`src/gpsp_pkg.sv`:
```
package gpsp_pkg;
	localparam int FIFO_DEPTH = 16;
	localparam int EVQ_DEPTH = 17;
	localparam logic [4:0] EVQ_LAST = 5'h10;
	localparam logic [4:0] EVQ_FULL = 5'h11;
	localparam logic [2:0] MNEM_LAST = 3'h5;
	localparam logic [3:0] HDR_FIRST = 4'h6;
	localparam logic [3:0] HDR_CNT_HI = 4'h6;
	localparam logic [3:0] HDR_CNT_LO = 4'h7;
	localparam logic [3:0] HDR_LAST = 4'hb;
	localparam int RQS_BIT = 6;
	localparam logic [7:0] STB_OVF = 8'h7f;
	localparam logic [7:0] STB_IDLE = 8'h00;
	localparam logic [7:0] CH_NUL = 8'h00;
	localparam logic [7:0] CH_ETX = 8'h03;
	localparam logic [7:0] CH_LF = 8'h0a;
	localparam logic [7:0] CH_CR = 8'h0d;
	localparam logic [7:0] CH_SP = 8'h20;
	localparam logic [7:0] CH_STAR = 8'h2a;
	localparam logic [7:0] CH_COMMA = 8'h2c;
	localparam logic [7:0] CH_ZERO = 8'h30;
	localparam logic [7:0] CH_ONE = 8'h31;
	localparam logic [7:0] CH_QUERY = 8'h3f;
	localparam logic [7:0] CH_LC_A = 8'h61;
	localparam logic [7:0] CH_LC_Z = 8'h7a;
	localparam logic [7:0] CASE_MASK = 8'hdf;
	localparam logic [7:0] PARITY_MASK = 8'h7f;

	typedef enum logic [1:0] {
		GPSP_TERM_EOI = 2'h0,
		GPSP_TERM_CR = 2'h1,
		GPSP_TERM_LF = 2'h2,
		GPSP_TERM_ETX = 2'h3
	} gpsp_term_t;

	typedef enum logic [1:0] {
		GPSP_FMT_ASCII = 2'h0,
		GPSP_FMT_SWITCH = 2'h1,
		GPSP_FMT_BINARY = 2'h2
	} gpsp_fmt_t;

	typedef struct packed {
		logic addr;
		logic eoi;
		logic [7:0] data;
	} gpsp_rxb_t;
endpackage

```
`src/gpsp_top.sv`:
```
// Overview of operation
// - Service request pin is open-drain, shared with other devices.
// - Talk address during poll mode sends one status byte only.
// - Status bit six set exactly while an event or overflow is pending, even with requests disabled.
// - Service request released once status byte taken.
// - Every stream starts with a six-character mnemonic.
// - Mnemonic ending in question mark selects next talk output.
// - Each talk address resends selected kind until a new query.
// - Output starts with mnemonic, space replacing question mark.
// - Surplus bytes are handshaken then discarded.
// - New mnemonic only after fresh listen address.
// - Binary streams end on byte count or EOI, no delimiters.
// - Binary header: mnemonic, two count bytes, four spare bytes.
// - Commas separate fields; input scanned, output fixed format.
// - Drop nulls and spaces, ignore parity bit.
// - Lower-case letters converted to upper case.
// - Binary values are byte, word or four-byte float.
// - Switch input only 1, 0, asterisk, else stream rejected.
// - ASCII streams end on terminator character or EOI.
// - Input terminator selectable: EOI, CR, LF or ETX.
// - Up to 17 queued events, one status byte per poll.
// - Queue overflow makes status byte 127.
`timescale 1ns/100ps
`default_nettype none

module gpsp_fifo #(
	parameter int WIDTH = 10,
	parameter int DEPTH = 16
) (
	input wire logic clk_in,
	input wire logic resetn_in,
	input wire logic [WIDTH-1:0] in_data_in,
	input wire logic in_valid_in,
	output logic in_ready_out,
	output logic [WIDTH-1:0] out_data_out,
	output logic out_valid_out,
	input wire logic out_ready_in
);
	localparam int AW = $clog2(DEPTH);
	logic [WIDTH-1:0] mem [DEPTH];
	logic [AW-1:0] wp_r;
	logic [AW-1:0] rp_r;
	logic [AW:0] cnt_r;
	logic wr;
	logic rd;

	assign in_ready_out = (cnt_r != DEPTH[AW:0]);
	assign out_valid_out = (cnt_r != '0);
	assign out_data_out = mem[rp_r];
	assign wr = in_valid_in & in_ready_out;
	assign rd = out_valid_out & out_ready_in;

	always_ff @(posedge clk_in) begin
		if (wr) begin
			mem[wp_r] <= in_data_in;
		end
	end

	always_ff @(posedge clk_in or negedge resetn_in) begin
		if (!resetn_in) begin
			wp_r <= '0;
			rp_r <= '0;
			cnt_r <= '0;
		end else begin
			if (wr) begin
				wp_r <= wp_r + 1'b1;
			end
			if (rd) begin
				rp_r <= rp_r + 1'b1;
			end
			cnt_r <= cnt_r + (AW+1)'(wr) - (AW+1)'(rd);
		end
	end
endmodule

module gpsp_top (
	input wire logic CLK_IN,
	input wire logic RESETN_IN,
	input wire logic SRQ_N_IN,
	output logic SRQ_N_OUT,
	output logic SRQ_OE_OUT,
	output logic SRQ_LINE_OUT,
	input wire logic SRQ_ENABLE_IN,
	input wire logic [1:0] TERM_SEL_IN,
	input wire logic LISTEN_ADDR_IN,
	input wire logic TALK_ADDR_IN,
	input wire logic SPOLL_MODE_IN,
	input wire logic [7:0] RX_DATA_IN,
	input wire logic RX_EOI_IN,
	input wire logic RX_VALID_IN,
	output logic RX_READY_OUT,
	output logic [47:0] MNEM_OUT,
	output logic MNEM_VALID_OUT,
	input wire logic [1:0] STREAM_FMT_IN,
	output logic [7:0] CHR_DATA_OUT,
	output logic CHR_SEP_OUT,
	output logic CHR_VALID_OUT,
	input wire logic CHR_READY_IN,
	output logic DONE_OUT,
	output logic DONE_OK_OUT,
	input wire logic EVENT_IN,
	input wire logic [5:0] EVENT_CAUSE_IN,
	output logic [47:0] OUT_KIND_OUT,
	output logic OUT_REQ_OUT,
	input wire logic [7:0] USR_DATA_IN,
	input wire logic USR_LAST_IN,
	input wire logic USR_VALID_IN,
	output logic USR_READY_OUT,
	output logic [7:0] BUS_TX_DATA_OUT,
	output logic BUS_TX_EOI_OUT,
	output logic BUS_TX_VALID_OUT,
	input wire logic BUS_TX_READY_IN
);
	typedef enum logic [6:0] {
		PS_IDLE = 7'h01,
		PS_MNEM = 7'h02,
		PS_FMT = 7'h04,
		PS_HDR = 7'h08,
		PS_BIN = 7'h10,
		PS_ASC = 7'h20,
		PS_DISC = 7'h40
	} gpsp_ps_t;

	typedef enum logic [3:0] {
		TS_IDLE = 4'h1,
		TS_STB = 4'h2,
		TS_HDR = 4'h4,
		TS_DATA = 4'h8
	} gpsp_ts_t;

	function automatic logic [7:0] gpsp_norm(input logic [7:0] b);
		logic [7:0] c;
		c = b & gpsp_pkg::PARITY_MASK;
		if (c >= gpsp_pkg::CH_LC_A && c <= gpsp_pkg::CH_LC_Z) begin
			c = c & gpsp_pkg::CASE_MASK;
		end
		return c;
	endfunction

	function automatic logic [4:0] gpsp_inc17(input logic [4:0] p);
		return (p == gpsp_pkg::EVQ_LAST) ? 5'h00 : p + 5'h01;
	endfunction

	gpsp_pkg::gpsp_rxb_t f_in;
	gpsp_pkg::gpsp_rxb_t f_out;
	gpsp_ps_t ps_r;
	gpsp_ts_t ts_r;
	gpsp_pkg::gpsp_fmt_t fmt_r;
	logic f_in_valid, f_in_ready, f_out_valid, pop, p_ready;
	logic addr_pend_r;
	logic srq_s1_r, srq_s2_r;
	logic [2:0] mcnt_r;
	logic [3:0] hcnt_r;
	logic [15:0] blen_r;
	logic reject_r;
	logic [47:0] sel_r;
	logic sel_valid_r;
	logic [7:0] b;
	logic is_term;
	logic [5:0] evq [gpsp_pkg::EVQ_DEPTH];
	logic [4:0] ev_wp_r, ev_rp_r, ev_cnt_r;
	logic ovf_r, pending, stb_take;
	logic [7:0] stb;
	logic [2:0] tcnt_r;
	logic end_now;

	assign b = gpsp_norm(f_out.data);

	always_comb begin
		case (gpsp_pkg::gpsp_term_t'(TERM_SEL_IN))
			gpsp_pkg::GPSP_TERM_CR: is_term = (b == gpsp_pkg::CH_CR);
			gpsp_pkg::GPSP_TERM_LF: is_term = (b == gpsp_pkg::CH_LF);
			gpsp_pkg::GPSP_TERM_ETX: is_term = (b == gpsp_pkg::CH_ETX);
			default: is_term = 1'b0;
		endcase
	end

	assign f_in.addr = addr_pend_r;
	assign f_in.eoi = RX_EOI_IN;
	assign f_in.data = RX_DATA_IN;
	assign f_in_valid = addr_pend_r | RX_VALID_IN;
	assign RX_READY_OUT = f_in_ready & ~addr_pend_r;

	always_ff @(posedge CLK_IN or negedge RESETN_IN) begin
		if (!RESETN_IN) begin
			addr_pend_r <= 1'b0;
		end else if (LISTEN_ADDR_IN) begin
			addr_pend_r <= 1'b1;
		end else if (f_in_ready) begin
			addr_pend_r <= 1'b0;
		end
	end

	gpsp_fifo #(
		.WIDTH($bits(gpsp_pkg::gpsp_rxb_t)),
		.DEPTH(gpsp_pkg::FIFO_DEPTH)
	) u_rx_fifo (
		.clk_in(CLK_IN),
		.resetn_in(RESETN_IN),
		.in_data_in(f_in),
		.in_valid_in(f_in_valid),
		.in_ready_out(f_in_ready),
		.out_data_out(f_out),
		.out_valid_out(f_out_valid),
		.out_ready_in(p_ready)
	);

	assign p_ready = (ps_r != PS_FMT) & (~CHR_VALID_OUT | CHR_READY_IN);
	assign pop = f_out_valid & p_ready;
	assign end_now = f_out.eoi | (ps_r == PS_BIN && blen_r == 16'h0001);

	always_ff @(posedge CLK_IN or negedge RESETN_IN) begin
		if (!RESETN_IN) begin
			ps_r <= PS_IDLE;
			fmt_r <= gpsp_pkg::GPSP_FMT_ASCII;
			mcnt_r <= 3'h0;
			hcnt_r <= 4'h0;
			blen_r <= 16'h0000;
			reject_r <= 1'b0;
			MNEM_OUT <= 48'h0;
			MNEM_VALID_OUT <= 1'b0;
			sel_r <= 48'h0;
			sel_valid_r <= 1'b0;
			CHR_DATA_OUT <= 8'h00;
			CHR_SEP_OUT <= 1'b0;
			CHR_VALID_OUT <= 1'b0;
			DONE_OUT <= 1'b0;
			DONE_OK_OUT <= 1'b0;
		end else begin
			MNEM_VALID_OUT <= 1'b0;
			DONE_OUT <= 1'b0;
			if (CHR_READY_IN) begin
				CHR_VALID_OUT <= 1'b0;
			end
			if (ps_r == PS_FMT) begin
				fmt_r <= gpsp_pkg::gpsp_fmt_t'(STREAM_FMT_IN);
				hcnt_r <= gpsp_pkg::HDR_FIRST;
				ps_r <= (STREAM_FMT_IN == gpsp_pkg::GPSP_FMT_BINARY) ? PS_HDR : PS_ASC;
			end else if (pop && f_out.addr) begin
				ps_r <= PS_MNEM;
				mcnt_r <= 3'h0;
				reject_r <= 1'b0;
			end else if (pop) begin
				case (ps_r)
					PS_MNEM: begin
						if (b != gpsp_pkg::CH_NUL) begin
							MNEM_OUT <= {MNEM_OUT[39:0], b};
							mcnt_r <= mcnt_r + 3'h1;
							if (mcnt_r == gpsp_pkg::MNEM_LAST && b == gpsp_pkg::CH_QUERY) begin
								sel_r <= {MNEM_OUT[39:0], gpsp_pkg::CH_SP};
								sel_valid_r <= 1'b1;
								ps_r <= PS_DISC;
							end else if (mcnt_r == gpsp_pkg::MNEM_LAST) begin
								MNEM_VALID_OUT <= 1'b1;
								ps_r <= f_out.eoi ? PS_DISC : PS_FMT;
								DONE_OUT <= f_out.eoi;
								DONE_OK_OUT <= 1'b1;
							end else if (f_out.eoi) begin
								ps_r <= PS_DISC;
							end
						end else if (f_out.eoi) begin
							ps_r <= PS_DISC;
						end
					end
					PS_HDR: begin
						hcnt_r <= hcnt_r + 4'h1;
						if (hcnt_r == gpsp_pkg::HDR_CNT_HI) begin
							blen_r <= {f_out.data, blen_r[7:0]};
						end
						if (hcnt_r == gpsp_pkg::HDR_CNT_LO) begin
							blen_r <= {blen_r[15:8], f_out.data};
						end
						if (f_out.eoi || (hcnt_r == gpsp_pkg::HDR_LAST && blen_r == 16'h0)) begin
							DONE_OUT <= 1'b1;
							DONE_OK_OUT <= 1'b1;
							ps_r <= PS_DISC;
						end else if (hcnt_r == gpsp_pkg::HDR_LAST) begin
							ps_r <= PS_BIN;
						end
					end
					PS_BIN: begin
						// raw bytes, end on count or EOI
						CHR_DATA_OUT <= f_out.data;
						CHR_SEP_OUT <= 1'b0;
						CHR_VALID_OUT <= 1'b1;
						blen_r <= blen_r - 16'h1;
						if (end_now) begin
							DONE_OUT <= 1'b1;
							DONE_OK_OUT <= 1'b1;
							ps_r <= PS_DISC;
						end
					end
					PS_ASC: begin
						if (is_term) begin
							DONE_OUT <= 1'b1;
							DONE_OK_OUT <= ~reject_r;
							ps_r <= PS_DISC;
						end else begin
							if (b != gpsp_pkg::CH_NUL && b != gpsp_pkg::CH_SP) begin
								CHR_DATA_OUT <= b;
								CHR_SEP_OUT <= (b == gpsp_pkg::CH_COMMA);
								CHR_VALID_OUT <= 1'b1;
							end
							if (fmt_r == gpsp_pkg::GPSP_FMT_SWITCH && b != gpsp_pkg::CH_ONE &&
								b != gpsp_pkg::CH_ZERO && b != gpsp_pkg::CH_STAR &&
								b != gpsp_pkg::CH_COMMA && b != gpsp_pkg::CH_NUL &&
								b != gpsp_pkg::CH_SP) begin
								reject_r <= 1'b1;
							end
							if (f_out.eoi) begin
								DONE_OUT <= 1'b1;
								DONE_OK_OUT <= ~reject_r & ~(fmt_r == gpsp_pkg::GPSP_FMT_SWITCH &&
									b != gpsp_pkg::CH_ONE && b != gpsp_pkg::CH_ZERO &&
									b != gpsp_pkg::CH_STAR && b != gpsp_pkg::CH_COMMA &&
									b != gpsp_pkg::CH_NUL && b != gpsp_pkg::CH_SP);
								ps_r <= PS_DISC;
							end
						end
					end
					default: ps_r <= ps_r;
				endcase
			end
		end
	end

	assign pending = (ev_cnt_r != 5'h00) | ovf_r;
	assign stb = ovf_r ? gpsp_pkg::STB_OVF :
		(ev_cnt_r != 5'h00) ? {1'b0, 1'b1, evq[ev_rp_r]} : gpsp_pkg::STB_IDLE;
	assign stb_take = (ts_r == TS_STB) & BUS_TX_VALID_OUT & BUS_TX_READY_IN;

	always_ff @(posedge CLK_IN) begin
		if (EVENT_IN && (ev_cnt_r != gpsp_pkg::EVQ_FULL || stb_take)) begin
			evq[ev_wp_r] <= EVENT_CAUSE_IN;
		end
	end

	always_ff @(posedge CLK_IN or negedge RESETN_IN) begin
		if (!RESETN_IN) begin
			ev_wp_r <= 5'h00;
			ev_rp_r <= 5'h00;
			ev_cnt_r <= 5'h00;
			ovf_r <= 1'b0;
		end else if (stb_take && ovf_r) begin
			ovf_r <= 1'b0;
			ev_rp_r <= ev_wp_r;
			ev_wp_r <= EVENT_IN ? gpsp_inc17(ev_wp_r) : ev_wp_r;
			ev_cnt_r <= 5'(EVENT_IN);
		end else begin
			if (EVENT_IN && ev_cnt_r == gpsp_pkg::EVQ_FULL && !stb_take) begin
				ovf_r <= 1'b1;
			end
			if (EVENT_IN && (ev_cnt_r != gpsp_pkg::EVQ_FULL || stb_take)) begin
				ev_wp_r <= gpsp_inc17(ev_wp_r);
			end
			if (stb_take && ev_cnt_r != 5'h00) begin
				ev_rp_r <= gpsp_inc17(ev_rp_r);
			end
			ev_cnt_r <= ev_cnt_r + 5'(EVENT_IN && (ev_cnt_r != gpsp_pkg::EVQ_FULL || stb_take))
				- 5'(stb_take && ev_cnt_r != 5'h00);
		end
	end

	always_ff @(posedge CLK_IN or negedge RESETN_IN) begin
		if (!RESETN_IN) begin
			SRQ_OE_OUT <= 1'b0;
			SRQ_N_OUT <= 1'b0;
		end else begin
			SRQ_OE_OUT <= SRQ_ENABLE_IN & pending & ~stb_take;
			SRQ_N_OUT <= 1'b0;
		end
	end

	always_ff @(posedge CLK_IN or negedge RESETN_IN) begin
		if (!RESETN_IN) begin
			srq_s1_r <= 1'b1;
			srq_s2_r <= 1'b1;
		end else begin
			srq_s1_r <= SRQ_N_IN;
			srq_s2_r <= srq_s1_r;
		end
	end
	assign SRQ_LINE_OUT = ~srq_s2_r;

	assign OUT_KIND_OUT = sel_r;
	assign USR_READY_OUT = (ts_r == TS_DATA) & (~BUS_TX_VALID_OUT | BUS_TX_READY_IN);

	always_ff @(posedge CLK_IN or negedge RESETN_IN) begin
		if (!RESETN_IN) begin
			ts_r <= TS_IDLE;
			tcnt_r <= 3'h0;
			OUT_REQ_OUT <= 1'b0;
			BUS_TX_DATA_OUT <= 8'h00;
			BUS_TX_EOI_OUT <= 1'b0;
			BUS_TX_VALID_OUT <= 1'b0;
		end else begin
			OUT_REQ_OUT <= 1'b0;
			if (BUS_TX_READY_IN) begin
				BUS_TX_VALID_OUT <= 1'b0;
			end
			case (ts_r)
				TS_IDLE: begin
					if (TALK_ADDR_IN && SPOLL_MODE_IN) begin
						ts_r <= TS_STB;
						BUS_TX_DATA_OUT <= stb;
						BUS_TX_EOI_OUT <= 1'b0;
						BUS_TX_VALID_OUT <= 1'b1;
					end else if (TALK_ADDR_IN && sel_valid_r) begin
						ts_r <= TS_HDR;
						tcnt_r <= 3'h0;
						OUT_REQ_OUT <= 1'b1;
					end
				end
				TS_STB: begin
					if (stb_take) begin
						ts_r <= TS_IDLE;
					end
				end
				TS_HDR: begin
					if (!BUS_TX_VALID_OUT || BUS_TX_READY_IN) begin
						BUS_TX_DATA_OUT <= sel_r[8'(47 - 8 * tcnt_r) -: 8];
						BUS_TX_EOI_OUT <= 1'b0;
						BUS_TX_VALID_OUT <= 1'b1;
						tcnt_r <= tcnt_r + 3'h1;
						if (tcnt_r == gpsp_pkg::MNEM_LAST) begin
							ts_r <= TS_DATA;
						end
					end
				end
				TS_DATA: begin
					if (USR_READY_OUT && USR_VALID_IN) begin
						BUS_TX_DATA_OUT <= USR_DATA_IN;
						BUS_TX_EOI_OUT <= USR_LAST_IN;
						BUS_TX_VALID_OUT <= 1'b1;
						if (USR_LAST_IN) begin
							ts_r <= TS_IDLE;
						end
					end
				end
				default: ts_r <= TS_IDLE;
			endcase
		end
	end

	AST_SRQ_DROP: assert property (@(posedge CLK_IN) disable iff (!RESETN_IN)
		stb_take |=> !SRQ_OE_OUT) else $error("request not released after poll");
	AST_RQS_BIT: assert property (@(posedge CLK_IN) disable iff (!RESETN_IN)
		(ts_r == TS_STB && BUS_TX_VALID_OUT) |-> BUS_TX_DATA_OUT[gpsp_pkg::RQS_BIT] == pending)
		else $error("status bit six wrong");
	AST_STB_ONE: assert property (@(posedge CLK_IN) disable iff (!RESETN_IN)
		stb_take |=> ts_r == TS_IDLE && !BUS_TX_VALID_OUT) else $error("more than one status byte");
	AST_OVF_VAL: assert property (@(posedge CLK_IN) disable iff (!RESETN_IN)
		$rose(ts_r == TS_STB) && $past(ovf_r) |-> BUS_TX_DATA_OUT == gpsp_pkg::STB_OVF)
		else $error("overflow status wrong");
	AST_EVQ_MAX: assert property (@(posedge CLK_IN) disable iff (!RESETN_IN)
		ev_cnt_r <= gpsp_pkg::EVQ_FULL) else $error("event queue overrun");
	AST_QUERY_SEL: assert property (@(posedge CLK_IN) disable iff (!RESETN_IN)
		(pop && !f_out.addr && ps_r == PS_MNEM && mcnt_r == gpsp_pkg::MNEM_LAST &&
		b == gpsp_pkg::CH_QUERY) |=> sel_valid_r && sel_r[7:0] == gpsp_pkg::CH_SP && ps_r == PS_DISC)
		else $error("query did not select output");
	AST_DISCARD: assert property (@(posedge CLK_IN) disable iff (!RESETN_IN)
		(ps_r == PS_DISC && pop && !f_out.addr) |=> ps_r == PS_DISC && !$rose(CHR_VALID_OUT))
		else $error("surplus byte took effect");
	AST_NEW_ADDR: assert property (@(posedge CLK_IN) disable iff (!RESETN_IN)
		(pop && f_out.addr) |=> ps_r == PS_MNEM && mcnt_r == 3'h0) else $error("address lost");
	AST_UPPER: assert property (@(posedge CLK_IN) disable iff (!RESETN_IN)
		(CHR_VALID_OUT && fmt_r != gpsp_pkg::GPSP_FMT_BINARY) |->
		!(CHR_DATA_OUT >= gpsp_pkg::CH_LC_A && CHR_DATA_OUT <= gpsp_pkg::CH_LC_Z) &&
		!CHR_DATA_OUT[7]) else $error("lower case or parity passed");
	AST_HDR_NOEOI: assert property (@(posedge CLK_IN) disable iff (!RESETN_IN)
		(ts_r == TS_HDR) |=> !BUS_TX_EOI_OUT) else $error("EOI inside header");
endmodule

`default_nettype wire

```
`config.mk`:
```
export PLATFORM = sky130hd
export DESIGN_NAME = gpsp_top
export DESIGN_NICKNAME = d
export VERILOG_FILES = /design/src/gpsp_pkg.sv /design/src/gpsp_top.sv
export SDC_FILE = /design/constraint.sdc
export NUM_CORES = 1
export LEC_CHECK = 0
export ABC_AREA = 1
export BUFFER_PORTS_ARGS = -buffer_cell sky130_fd_sc_hd__buf_2
export CORE_ASPECT_RATIO = 1.5
export CORE_UTILIZATION = 30
export CTS_BUF_LIST = sky130_fd_sc_hd__clkbuf_16
export DETAILED_ROUTE_END_ITERATION = 8
export MAX_ROUTING_LAYER = met4
export PLACE_DENSITY = 0.52
export SETUP_SLACK_MARGIN = 0.5
export SLEW_MARGIN = 5
export SYNTH_ARGS = -nofsm -noshare
export SYNTH_HDL_FRONTEND = slang
export SYNTH_SLANG_ARGS = --single-unit
```
`constraint.sdc`:
```
create_clock -name CLK_IN -period 3.2 [get_ports CLK_IN]
set_input_delay 0.48 -clock CLK_IN [delete_from_list [all_inputs] [get_ports CLK_IN]]
set_output_delay 0.48 -clock CLK_IN [all_outputs]
set_load 0.01 [all_outputs]
```
==> flow_summary.toml <==
[sta]
period_share = 0.8511
finalMaxSlewViolations = 0
fmax_ghz = 0.3672
setup_viol = 0
final.setup.worst_slack_ns = 0.4763
hold_viol = 0
setup_tns_ns = 0
relSlewSlack = 0.5071
min_period_ns = 2.724
clock_skew_ns = 0.03563
tightest_slew_ns = 0.7385
rsz0062_at_grt = "yes"

[worst_setup_path]
arrival_ns = 3.19
reg2reg_depth = 15
reg2reg_from = "u_rx_fifo.rp_r[0]$_DFFE_PN0P_"
worstSetupPathType = "reg -> reg"
cp_max_fo = 6
crit_path_max_incr_delay_ns = 0.54
crit_chain = "buf_12, clkbuf_16, nand2_1, nand3_1, nand3_1, nand3_2, nand2_4, nand2_2, nor3_4, nand3_2, or2_4, buf_8, clkbuf_16, nand2_1, o21ai_2"
end_kind = "register"
required_ns = 3.66
start_kind = "register"
reg2reg_setup_slack_ns = 0.48
critPathSlowestCell = "dfrtp_4"
rr_endpoint = "OUT_KIND_OUT[32]$_DFFE_PN0P_"

[drt]
wl_per_cell_um = 18.11
vias = 15010
drt_pass1_iterations = 5
ant_nets = 0
vias_per_cell = 4.774
initialDrtViolationCount = 1085
drc = 0
routed_wl_um = 56970

[cells_and_area]
stdcell_area_sq_um = 24400
layout.nets = 2306
area_growth_pct = 21.69
drive_gt1_frac = 0.2087

[placement]
hpwlAfterDp_um = 37620
place_area_sq_um = 21840
gp_congestion = 0.8791
portBuffers = 145
pre_cts_ws_ns = 0.3131

[floorplanning]
die-area_sq_um = 67900
die_x_um = 213.1
die_y_um = 318.6
start_util = 0.3043
ioPinCount = 165
core-area_sq_um = 65900
placementRows = 115

[outcome]
status = "completed"

[pwr]
pwr_density_cell_nw_per_um2 = 940.0
power_leakage_nw = 10.36
peakVddDrop_uv = 495.8

[global_route]
grt_pass1_vias = 14620
grt_busiest_layer = "met2"
grt_usage = 0.1662
use_met3 = 0.02929
use_met2 = 0.2981
antenna_found_initial = 2
grt_pass1_wl_um = 84770
grt_util_met1 = 0.1775
grt_max_degree = 87
grt-ovfl-total = 0

[yosys]
asyncSetResetFlopFracSynth = 0.4005
syn_area_per_cell_sq_um = 10.03
synthCells = 1999
synth.top_cell.area_share = 0.3923
synthTopCellsByArea = "edfxtp_1, dfrtp_1, nand2_1"
yosys.area_share.simple = 0.1727
ys_seq_elements = 437
synth-edff-count = 262
ys_types = 53
ys.warnings.count = 0
synth_top_family_by_area = "simple AND/OR/NAND/NOR gates"
synth_adder_area_share = 0.02196
muxShareOfSynthArea = 0
synth_compound_area_frac = 0.1108
synth_xor_area_frac = 0.01179
syn_area_sq_um = 20050
synth_top_cell_by_area = "edfxtp_1"
synth_flop_cell = "edfxtp_1"
ys_seq_area_frac = 0.6110

[cts]
cts_root_buf = "clkbuf_16"
clkLatencyLatePin_ns = 0.58
cts_buffers = 46
cts_tree = "built"
h-tree-depth = 2
clk_pin_slew_ns = 0.06
ctsLongestPathBuffers = 3
clock-sinks = 437

[hold_path]
min_to = "addr_pend_r$_DFFE_PN0P_"
hold_path_startpoint = "LISTEN_ADDR_IN"
min_path_type = "in -> reg"
holdPathStages = 2

[flow_run]
cap_viol_max_count = 0
==> layout make-up <==
class	count	area, sq um
Antenna cell	2	5.005
Clock buffer	46	1151
Clock inverter	36	287.8
Fill cell	6687	41500
Inverter	213	845.8
Multi-Input combinational cell	1269	6720
Sequential cell	437	12260
Tap cell	877	1097
Timing Repair Buffer	263	2008
Timing Repair inverter	2	31.28
==> synthesized netlist by cell type (2+ instances only) <==
master / number
nor4_2: 2
nor2_1: 217
nand4_1: 18
nand3b_1: 2
a211oi_1: 2
nor3_1: 12
o21ai_1: 31
buf_4: 31
dfstp_2: 4
edfxtp_1: 262
nand3_2: 5
xor2_1: 22
nor3b_1: 2
o221ai_1: 10
o21ai_2: 35
nand3_1: 123
o31ai_1: 2
o211ai_1: 21
nor3_2: 3
ha_1: 32
a221oi_1: 2
a22o_1: 4
nor4_1: 4
nand2_2: 24
clkinv_1: 3
nor2_2: 3
xnor2_1: 5
dfrtp_1: 171
nand2_1: 390
a31oi_1: 6
fa_1: 2
o21bai_1: 3
buf_6: 17
a21oi_1: 43
clkbuf_1: 39
o21ai_0: 182
inv_1: 200
o22ai_1: 24
a22oi_1: 8
inv_2: 9
buf_2: 12
==> worst max-delay path: cells and delay by family (launching register included) <==
kind / cells / cell delay (ns)
DFF: 1 / 0.54
buffers and inverters: 4 / 0.67
and+or+nand+nor: 10 / 1.35
AOI/OAI and AO/OA: 1 / 0.05
==> cells by family after synthesis <==
kind of cell,count (synthesis)
simple gates,811
compound gates,377
flops,437
other cells,1
fa+ha+maj,34
buf+inv,312
xor+xnor,27
==> where the power goes <==
group	internal [mW]	switching [mW]	leakage, nW
clock	2.94	2.28	0.756
sequential	7.11	0.726	4.59
combinational	3.52	6.36	5.01
total	13.6	9.37	10.4
==> registers in the layout, summed over array words and instances (netlist names), 2 cells and up <==
signal           flops
fmt_r                2
tcnt_r               3
ts_r                 4
hcnt_r               4
MNEM_OUT            42
evq                102
u_rx_fifo.rp_r       4
BUS_TX_DATA_OUT      8
u_rx_fifo.cnt_r      5
ev_wp_r              5
u_rx_fifo.wp_r       4
CHR_DATA_OUT         8
OUT_KIND_OUT        36
ev_rp_r              5
ev_cnt_r             5
u_rx_fifo.mem      160
mcnt_r               3
blen_r              16
ps_r                 7
==> routing by layer <==
metal,vias to the layer above,part of all wire
met5,-,0
met4,0,0.042
met3,131,0.049
met2,411,0.53
met1,7285,0.38
li1,7186,-
==> how the worst max path moves through the flow <==
stage | from | to | cells past startpoint
2_1_floorplan | ts_r[1]$_DFFE_PN0P_ | ev_cnt_r[4]$_DFF_PN0_ | 18
3_3_place_gp | ts_r[1]$_DFFE_PN0P_ | ev_cnt_r[4]$_DFF_PN0_ | 18
3_5_place_dp | u_rx_fifo.rp_r[0]$_DFFE_PN0P_ | OUT_KIND_OUT[46]$_DFFE_PN0P_ | 13
4_1_cts | ps_r[5]$_DFFE_PN0P_ | u_rx_fifo.cnt_r[4]$_DFF_PN0_ | 11
5_1_grt | ts_r[3]$_DFFE_PN0P_ | ev_cnt_r[4]$_DFF_PN0_ | 17
6_report | u_rx_fifo.rp_r[0]$_DFFE_PN0P_ | OUT_KIND_OUT[32]$_DFFE_PN0P_ | 15
==> cells in the final DEF, fill, tap and decap left out, types with 19 or more instances in the layout <==
cell type,instances
a21oi_1,42
buf_2,144
buf_4,85
clkbuf_16,54
conb_1,19
dfrtp_1,169
edfxtp_1,262
ha_1,30
inv_1,202
nand2_1,378
nand2_2,29
nand3_1,110
nor2_1,208
o211ai_1,21
o21ai_0,180
o21ai_1,33
o21ai_2,35
o22ai_1,24
xor2_1,22
==> stage by stage <==
stage	total power [mW]	std cells	utilization	hold slack, ns
floorplan	13.54	2017	-	0.1844
detailed placement	16.35	2993	0.3314	0.3525
global placement	16.21	2993	0.3314	0.3462
global route	24.50	3145	0.3703	0.1007
finish	22.94	3145	0.3703	0.1047
CTS	22.02	3085	0.3572	0.06825
==> repair_timing <==
action                                  CTS  global route
setup buffers                             5            44
pin swaps                                 7            25
endpoints found under the hold margin    60             0
resized for setup                        29            63
hold buffers                              2             0
cloned                                    3            14
endpoints found under the setup margin   81           130
No activity file was read; power rests on OpenSTA's default activity.
